**src/include/psm_cfg.svh**
```systemverilog
`ifndef PSM_CFG_SVH
`define PSM_CFG_SVH
// coding-sublayer configuration register bit positions
`define PSM_CS_FIBER_BIT 6
`define PSM_CS_FEF_BIT 3
`define PSM_CS_SCR_BYP_BIT 1
`define PSM_CS_DESCR_BYP_BIT 0
`define PSM_CS_RESET 16'h0000
// basic mode control register bit positions
`define PSM_BMC_SPEED_BIT 13
`define PSM_BMC_NEG_EN_BIT 12
`define PSM_BMC_DUPLEX_BIT 8
`define PSM_BMC_RESET 16'h0000
// advertisement register technology field [8:5]
`define PSM_ADV_LSB 5
`define PSM_ADV_MSB 8
`define PSM_ADV_SEL_FIELD 16'h0001
// advertised ability encodings {100fd,100hd,10fd,10hd}
`define PSM_ABIL_10_BOTH 4'h3
`define PSM_ABIL_100_BOTH 4'hC
`define PSM_ABIL_HALF_ONLY 4'h5
`define PSM_ABIL_ALL 4'hF
`define PSM_PORTS 2
`endif

```
**src/include/psm_pkg.sv**
```systemverilog
package psm_pkg;
	typedef enum logic [3:0] {
		PSM_MODE_NONE = 4'h0,
		PSM_MODE_10HD = 4'h1,
		PSM_MODE_10FD = 4'h2,
		PSM_MODE_100HD = 4'h4,
		PSM_MODE_100FD = 4'h8
	} psm_mode_t;
	typedef enum logic [1:0] {
		PSM_ST_RESET = 2'h1,
		PSM_ST_RUN = 2'h2
	} psm_state_t;
endpackage

```
**src/include/psm_res_if.sv**
```systemverilog
`timescale 1ns/1ns
`default_nettype none
interface psm_res_if;
	logic [3:0] local_abil;
	logic [3:0] partner_abil;
	logic [3:0] common_mode;
	modport requester (output local_abil, output partner_abil, input common_mode);
	modport resolver (input local_abil, input partner_abil, output common_mode);
endinterface
`default_nettype wire

```
**src/logic/psm_resolve.sv**
```systemverilog
`timescale 1ns/1ns
`default_nettype none
module psm_resolve (
	psm_res_if.resolver res
);
	import psm_pkg::*;
	logic [3:0] both;
	assign both = res.local_abil & res.partner_abil;
	// fixed preference order, highest first
	always_comb begin
		if (both[3]) begin
			res.common_mode = PSM_MODE_100FD;
		end else if (both[2]) begin
			res.common_mode = PSM_MODE_100HD;
		end else if (both[1]) begin
			res.common_mode = PSM_MODE_10FD;
		end else if (both[0]) begin
			res.common_mode = PSM_MODE_10HD;
		end else begin
			res.common_mode = PSM_MODE_NONE;
		end
	end
endmodule
`default_nettype wire

```
**src/logic/psm_strap_mode_config.sv**
```systemverilog
// Operation
// - sample media strap at reset; high means fiber
// - fiber strap sets fault and scrambler bypasses
// - software write overrides fiber-enable bit
// - each port keeps its own media choice
// - straps load four advertised ability bits
// - negotiation strap low forces fixed mode
// - negotiation strap high picks advertised set
// - software may rewrite basic mode control
// - negotiation picks best commonly advertised mode
// - preference: 100FD, 100HD, 10FD, 10HD
// - speed/duplex bits ignored while negotiating
`timescale 1ns/1ns
`default_nettype none
`include "psm_cfg.svh"
module psm_strap_mode_config (
	input wire logic sys_clk,
	input wire logic rst,
	input wire logic [1:0] media_strap,
	input wire logic [1:0] negotiation_enable_strap,
	input wire logic [1:0] mode_select_strap_hi,
	input wire logic [1:0] mode_select_strap_lo,
	input wire logic [1:0] cs_wr,
	input wire logic [15:0] cs_wdata,
	input wire logic [1:0] bmc_wr,
	input wire logic [15:0] bmc_wdata,
	input wire logic [1:0] adv_wr,
	input wire logic [15:0] adv_wdata,
	input wire logic [7:0] partner_abil,
	output logic [31:0] coding_sublayer_cfg,
	output logic [31:0] basic_mode_control,
	output logic [31:0] advertise,
	output logic [1:0] fiber_media,
	output logic [7:0] op_mode,
	output logic cfg_valid
);
	import psm_pkg::*;

	// ----------------------------------------
	// strap synchronisers
	// ----------------------------------------
	logic [7:0] strap_meta_reg;
	logic [7:0] strap_sync_reg;
	always_ff @(posedge sys_clk) begin
		strap_meta_reg <= {mode_select_strap_lo, mode_select_strap_hi, negotiation_enable_strap, media_strap};
		strap_sync_reg <= strap_meta_reg;
	end

	// ----------------------------------------
	// capture sequencing
	// ----------------------------------------
	psm_state_t state_reg;
	psm_state_t state_next;
	logic capture;
	// straps are loaded in the first cycle after release; the two-stage
	// synchroniser has settled by then only if reset spans two edges
	always_comb begin
		state_next = state_reg;
		unique case (state_reg)
			PSM_ST_RESET: state_next = PSM_ST_RUN;
			PSM_ST_RUN: state_next = PSM_ST_RUN;
			default: state_next = PSM_ST_RESET;
		endcase
	end
	assign capture = (state_reg == PSM_ST_RESET);
	always_ff @(posedge sys_clk) begin
		if (rst) begin
			state_reg <= PSM_ST_RESET;
		end else begin
			state_reg <= state_next;
		end
	end
	always_ff @(posedge sys_clk) begin
		if (rst) begin
			cfg_valid <= 1'b0;
		end else begin
			cfg_valid <= capture | cfg_valid;
		end
	end

	// ----------------------------------------
	// per-port registers
	// ----------------------------------------
	logic [3:0] mode_now [`PSM_PORTS];
	genvar p;
	generate
		for (p = 0; p < `PSM_PORTS; p++) begin : g_port
			logic [15:0] cs_reg;
			logic [15:0] bmc_reg;
			logic [15:0] adv_reg;
			logic [15:0] cs_strap;
			logic [15:0] bmc_strap;
			logic [15:0] adv_strap;
			logic fib;
			logic neg;
			logic [1:0] sel;
			logic [3:0] abil;
			logic [3:0] forced;
			psm_res_if res ();
			assign fib = strap_sync_reg[p];
			assign neg = strap_sync_reg[2 + p];
			assign sel = {strap_sync_reg[4 + p], strap_sync_reg[6 + p]};
			always_comb begin
				cs_strap = `PSM_CS_RESET;
				if (fib) begin
					cs_strap[`PSM_CS_FIBER_BIT] = 1'b1;
					cs_strap[`PSM_CS_FEF_BIT] = 1'b1;
					cs_strap[`PSM_CS_SCR_BYP_BIT] = 1'b1;
					cs_strap[`PSM_CS_DESCR_BYP_BIT] = 1'b1;
				end
				unique case (sel)
					2'b00: abil = `PSM_ABIL_10_BOTH;
					2'b01: abil = `PSM_ABIL_100_BOTH;
					2'b10: abil = `PSM_ABIL_HALF_ONLY;
					2'b11: abil = `PSM_ABIL_ALL;
				endcase
				adv_strap = `PSM_ADV_SEL_FIELD;
				adv_strap[`PSM_ADV_MSB:`PSM_ADV_LSB] = abil;
				if (!neg) begin
					// forced mode also advertises only itself
					adv_strap[`PSM_ADV_MSB:`PSM_ADV_LSB] = 4'(4'h1 << sel);
				end
				bmc_strap = `PSM_BMC_RESET;
				bmc_strap[`PSM_BMC_NEG_EN_BIT] = neg;
				bmc_strap[`PSM_BMC_SPEED_BIT] = sel[1];
				bmc_strap[`PSM_BMC_DUPLEX_BIT] = sel[0];
			end
			always_ff @(posedge sys_clk) begin
				if (rst) begin
					cs_reg <= `PSM_CS_RESET;
				end else if (capture) begin
					cs_reg <= cs_strap;
				end else if (cs_wr[p]) begin
					cs_reg <= cs_wdata;
				end
			end
			always_ff @(posedge sys_clk) begin
				if (rst) begin
					bmc_reg <= `PSM_BMC_RESET;
				end else if (capture) begin
					bmc_reg <= bmc_strap;
				end else if (bmc_wr[p]) begin
					bmc_reg <= bmc_wdata;
				end
			end
			always_ff @(posedge sys_clk) begin
				if (rst) begin
					adv_reg <= `PSM_ADV_SEL_FIELD;
				end else if (capture) begin
					adv_reg <= adv_strap;
				end else if (adv_wr[p]) begin
					adv_reg <= adv_wdata;
				end
			end
			assign res.local_abil = adv_reg[`PSM_ADV_MSB:`PSM_ADV_LSB];
			assign res.partner_abil = partner_abil[4 * p +: 4];
			psm_resolve u_res (
				.res(res.resolver)
			);
			always_comb begin
				forced = 4'(4'h1 << {bmc_reg[`PSM_BMC_SPEED_BIT], bmc_reg[`PSM_BMC_DUPLEX_BIT]});
				if (bmc_reg[`PSM_BMC_NEG_EN_BIT]) begin
					mode_now[p] = res.common_mode;
				end else begin
					mode_now[p] = forced;
				end
			end
			always_ff @(posedge sys_clk) begin
				if (rst) begin
					coding_sublayer_cfg[16 * p +: 16] <= `PSM_CS_RESET;
					basic_mode_control[16 * p +: 16] <= `PSM_BMC_RESET;
					advertise[16 * p +: 16] <= `PSM_ADV_SEL_FIELD;
					fiber_media[p] <= 1'b0;
					op_mode[4 * p +: 4] <= PSM_MODE_NONE;
				end else begin
					coding_sublayer_cfg[16 * p +: 16] <= cs_reg;
					basic_mode_control[16 * p +: 16] <= bmc_reg;
					advertise[16 * p +: 16] <= adv_reg;
					fiber_media[p] <= cs_reg[`PSM_CS_FIBER_BIT];
					op_mode[4 * p +: 4] <= mode_now[p];
				end
			end
		end
	endgenerate
endmodule
`default_nettype wire

```
**config.mk**
```make
export PLATFORM = sky130hd
export DESIGN_NAME = psm_strap_mode_config
export DESIGN_NICKNAME = d
export VERILOG_FILES = /design/src/include/psm_pkg.sv /design/src/include/psm_res_if.sv /design/src/logic/psm_resolve.sv /design/src/logic/psm_strap_mode_config.sv
export VERILOG_INCLUDE_DIRS = /design/src /design/src/include
export SDC_FILE = /design/constraint.sdc
export NUM_CORES = 1
export LEC_CHECK = 0
export BUFFER_PORTS_ARGS = -buffer_cell sky130_fd_sc_hd__buf_2
export CAP_MARGIN = 20
export CORE_ASPECT_RATIO = 0.9
export CORE_MARGIN = 1.5
export CORE_UTILIZATION = 55
export DETAILED_ROUTE_END_ITERATION = 7
export GPL_TIMING_DRIVEN = 1
export HOLD_SLACK_MARGIN = 0.05
export PLACE_DENSITY_LB_ADDON = 0.25
export SETUP_SLACK_MARGIN = 0.1
export SLEW_MARGIN = 20
export SYNTH_ARGS = -nofsm -noshare
export SYNTH_HDL_FRONTEND = slang
export SYNTH_SLANG_ARGS = --single-unit
```
**constraint.sdc**
```tcl
create_clock -name sys_clk -period 2.2 [get_ports sys_clk]
set_input_delay 0.11 -clock sys_clk [delete_from_list [all_inputs] [get_ports sys_clk]]
set_output_delay 0.11 -clock sys_clk [all_outputs]
set_load 0.01 [all_outputs]
```
======== Word-level counts from Yosys, hierarchy flattened ========
Index checks and enable logic that the tools add are counted.
operators by class
  eq/ne operators ......................... 8
  shift-type cells ........................ 4
  mux-type cells .......................... 31
  bitwise operators ....................... 3
  reductions and logical operators ........ 10
operators by type and width
  cell                   count
  $mux W14               4
  $mux W4                10
  $mux W9                4
  $pmux W4 S4            2
  $mux W7                4
  $shl A1 B2 Y4 const A  4
  $reduce_bool A2 Y1     6
  $eq A2 B2 Y1 const B   5
  $and A4 B4 Y4          2
  $eq A2 B1 Y1 const B   3
  $mux W2                3
  $logic_not A2 Y1       2
  $mux W1                4
  $reduce_or A2 Y1       2
  $or A1 B1 Y1           1
word-level totals
  bits in registers ....................... 221
  bits of input ports ..................... 72

======== Logic depth before layout (Yosys ltp) ========
  depth after elaboration ................. 6
  depth in mapped cells ................... 6
  gate-level depth less buffers ........... 5

======== Cells and area by module ========
Synthesis repeated with hierarchy kept, for this count alone.
unflattened totals
  cell total of the unflattened synthesis .. 628
  area total of the unflattened synthesis .. 7,126.8 um^2
modules (own cells, without submodules)
  module                 times used  cells each  area each (um^2)  sequential area each (um^2)
  psm_strap_mode_config  1           614         7,036.7           4,384.2
  psm_resolve            2           7           45.0              0.0

======== Worst setup path after synthesis ========
Ideal clock, no wire load.
  path kind ............................... flip-flop to flip-flop
  from .................................... register state_reg[1]
  to ...................................... register g_port[0].adv_reg[0]
  setup time .............................. 0.120 ns
  data arrival time ....................... 1.140 ns
  slack ................................... 0.940 ns
  stages on the path, launching flop included .. 6
  path through ............................ dfxtp_1 > inv_1 > ha_1 > or2_1 > buf_2 > a211o_1
between the ends
  cells in the longest elaborated chain, start to end .. 2
ends and longest elaborated chain
  what                               line                          RTL
  from (decl)                        psm_strap_mode_config.sv:52   psm_state_t state_reg;
  from (signal assigned)             psm_strap_mode_config.sv:70   state_reg <= state_next;
  $eq A2 B1 Y1                       psm_strap_mode_config.sv:65   assign capture = (state_reg == PSM_ST_RESET);
  $reduce_or A2 Y1 (no source line)  -
  to (signal assigned)               psm_strap_mode_config.sv:148  adv_reg <= `PSM_ADV_SEL_FIELD;
  to (signal assigned)               psm_strap_mode_config.sv:150  adv_reg <= adv_strap;
  to (signal assigned)               psm_strap_mode_config.sv:152  adv_reg <= adv_wdata;
  to (decl)                          psm_strap_mode_config.sv:90   logic [15:0] adv_reg;
Every way passes these cells.
A chain may end at the register's enable or synchronous reset.

======== Final worst setup path ========
  from .................................... register g_port[0].bmc_reg[12]
  to ...................................... register op_mode[0]
between the ends
  cells in the longest elaborated chain, start to end .. 1
ends and longest elaborated chain
  what                             line                          RTL
  from (decl)                      psm_strap_mode_config.sv:89   logic [15:0] bmc_reg;
  from (signal assigned)           psm_strap_mode_config.sv:139  bmc_reg <= `PSM_BMC_RESET;
  from (signal assigned)           psm_strap_mode_config.sv:141  bmc_reg <= bmc_strap;
  from (signal assigned)           psm_strap_mode_config.sv:143  bmc_reg <= bmc_wdata;
  $mux W4                          psm_strap_mode_config.sv:162  if (bmc_reg[`PSM_BMC_NEG_EN_BIT]) begin
  to (signal, indexed assignment)  psm_strap_mode_config.sv:180  op_mode[4 * p +: 4] <= mode_now[p];
  to (decl)                        psm_strap_mode_config.sv:34   output logic [7:0] op_mode,
Every way passes these cells.

==> metrics.cfg <==
[detailed_routing]
dr.pass1.iters=4
vias=5085
wl_per_cell_um=14.8
wirelength_mm=15.3
antenna_left=0
via_per_inst=4.91
drcViolationCount=0
drt_iter0_markers=276

[yosys]
syn_inst=627
synth_seq_area_share_pct=61.8
synth_area_leader_cell=dfxtp_1
synthDistinctLibCells=32
synth_nets=706
yosys_register_bits=219
syn_area_per_cell_um2=11.3
yosys_warnings=0
ys_top_cells_by_area=dfxtp_1 62%, mux2i_1 11%, nor2b_1 9.3%, nor2_1 4.3%, a211oi_1 2.1%
netlist.area_leader.share_pct=61.8
syn_area_um2=7100

[sta]
relSlewSlack_pct=60.8
rsz0062_at_grt=false
fin_worst_skew_ps=11.8
fin_crit_sh_pct=75.7
worst_pin_slew_ps=587
layout_min_cycle_time_ps=1660
fin_tns_setup_ps=0
setup_viol=0
final_max_slew_viol_count=0
finalHoldViolations=0
max_clock_freq_mhz=601

[setup_path]
cp-end-kind=flop
startpoint_type=flop
cp_max_fo=7
path_class=flop to flop
required_ps=2620
cp.arrival_ps=2090

[min_path]
hold_class=input port to flop

[clocking]
clkTransAtPathRegs_ps=60
cts_resized=0
cts_tree=built
cts.path.max_buffers=3
clkLatencyLatePin_ps=480
cts_buffers=21
clkSinkCount=219
htree_levels=1
cts-root-buf=clkbuf_16

[floorplanning]
die_area_um2=13600
core-area_um2=12600
fp.dieH_um=111
initial_core_util_pct=56.1
die_x_um=123
rows=39
io_pins=179

[layout]
drive_gt1_share_pct=25.9
nets=937
syn2layout_area_growth_pct=31.6
num_antenna_cells=0
final_area_um2=9340

[run_status]
status=completed

[place]
gp_congestion=0.780
dp_hpwl_mm=9.44
portBuffers=178
dpl_cell_area_um2=8030

[grt]
antenna_found_initial=0
grt_overflow=0
grt_max_degree=122
grt_pass1_vias=4971
grt_pass1_wl_mm=24.0
grt_util_all_layers_pct=22.0

[pwr]
peakVddDrop_uv=708
p_leak_uw=0.00437
power_density_nw_per_um2=1060

[run]
drv_cap=0

cell usage in the layout, fill, tap and decap left out, types with 6 or more instances in the layout:
| cell | count |
|---|---|
| dlygate4sd3_1 | 66 |
| mux2i_1 | 77 |
| ha_1 | 7 |
| a211oi_1 | 20 |
| clkinv_2 | 6 |
| inv_1 | 11 |
| o21a_1 | 8 |
| nor2_1 | 82 |
| clkbuf_16 | 21 |
| a21oi_1 | 7 |
| nand2_1 | 9 |
| dfxtp_1 | 219 |
| nor2b_1 | 105 |
| mux2_2 | 10 |
| buf_2 | 177 |
critical path, stage by stage, from the launching register on:
cell and delay [ps]:
dfxtp_1 440, nand2b_1 150, a221oi_2 280, a41o_1 200, dlygate4sd3_1 530
cells in the mapped netlist, drive strengths merged:
cell type	n
nor3	3
nand3	4
or2	3
dfxtp	219
a41o	2
ha	7
a211o	2
nor4	2
nand4b	2
o21ai	1
a32o	3
nor3b	1
a211oi	20
and3	1
inv	11
and2	2
nand3b	2
o21a	8
nand2	9
clkbuf	10
nand2b	1
nor2	82
mux2	10
nor2b	105
a41oi	1
buf	29
mux2i	77
o2111ai	2
a221oi	1
a21oi	7
what timing repair did:
action / in CTS / in global routing
endpoints found under the hold margin: 112 / 0
hold buffers: 66 / 0
buffers inserted: 0 / 0
cell type report:
cell class,instances,area [um^2]
sequential,219,4380
fill,876,3300
multi-input combinational,358,2460
timing repair buffer,247,1600
clock buffer,29,586
tap,164,205
clock inverter,7,60.1
inverter,11,41.3
cells by family (layout without fill, tap and decap cells):
family                   Yosys count  count (layout)  share of synthesized area [%]
AND/OR/NAND/NOR                  217             217                           15.9
buffers and inverters             50             294                           3.54
AO/OA/AOI/OAI                     47              47                           5.06
flip-flops                       219             219                           61.8
adder cells (fa/ha/maj)            7               7                           1.23
multiplexers                      87              87                           12.4
routing by layer:
metal  GRT usage (%)  vias to the layer above  routed length, um
li1                -                     2533                  -
met1            27.5                     2360               6490
met2            37.6                      161               7440
met3            4.99                       31                954
met4            6.90                        0                391
met5               0                        -                  0
report_power, final:
group / switching (uW) / internal [uW] / leakage (uW) / total, uW
sequential: 300 / 4540 / 0.00179 / 4840
combinational: 857 / 798 / 0.00225 / 1660
clock: 1380 / 1970 / 0.000324 / 3360
metrics by stage:
step           utilization, %  instances  setup slack, ps  power, uW  hold slack (ps)
6_report                 73.9       1035              535       9850              157
5_1_grt                  73.9       1035              468      10300              200
4_1_cts                  73.9       1035              612       9900              185
3_5_place_dp             63.5        933              673       6460              215
3_3_place_gp             63.5        933              718       6380              214
2_1_floorplan               -        627              940       5930              138
final timing paths:
| path | slack (ps) | start | endpoint | cells after the start |
|---|---|---|---|---|
| worst max-delay path | 540 | g_port[0].bmc_reg[12] | op_mode[0] | 4 |
| worst min-delay path | 160 | rst | basic_mode_control[1] | 3 |
| worst max register to register | 540 | g_port[0].bmc_reg[12] | op_mode[0] | 4 |
| worst min register to register | 330 | strap_meta_reg[2] | strap_sync_reg[2] | 0 |
Note: power is estimated with default switching activity, not from simulation.
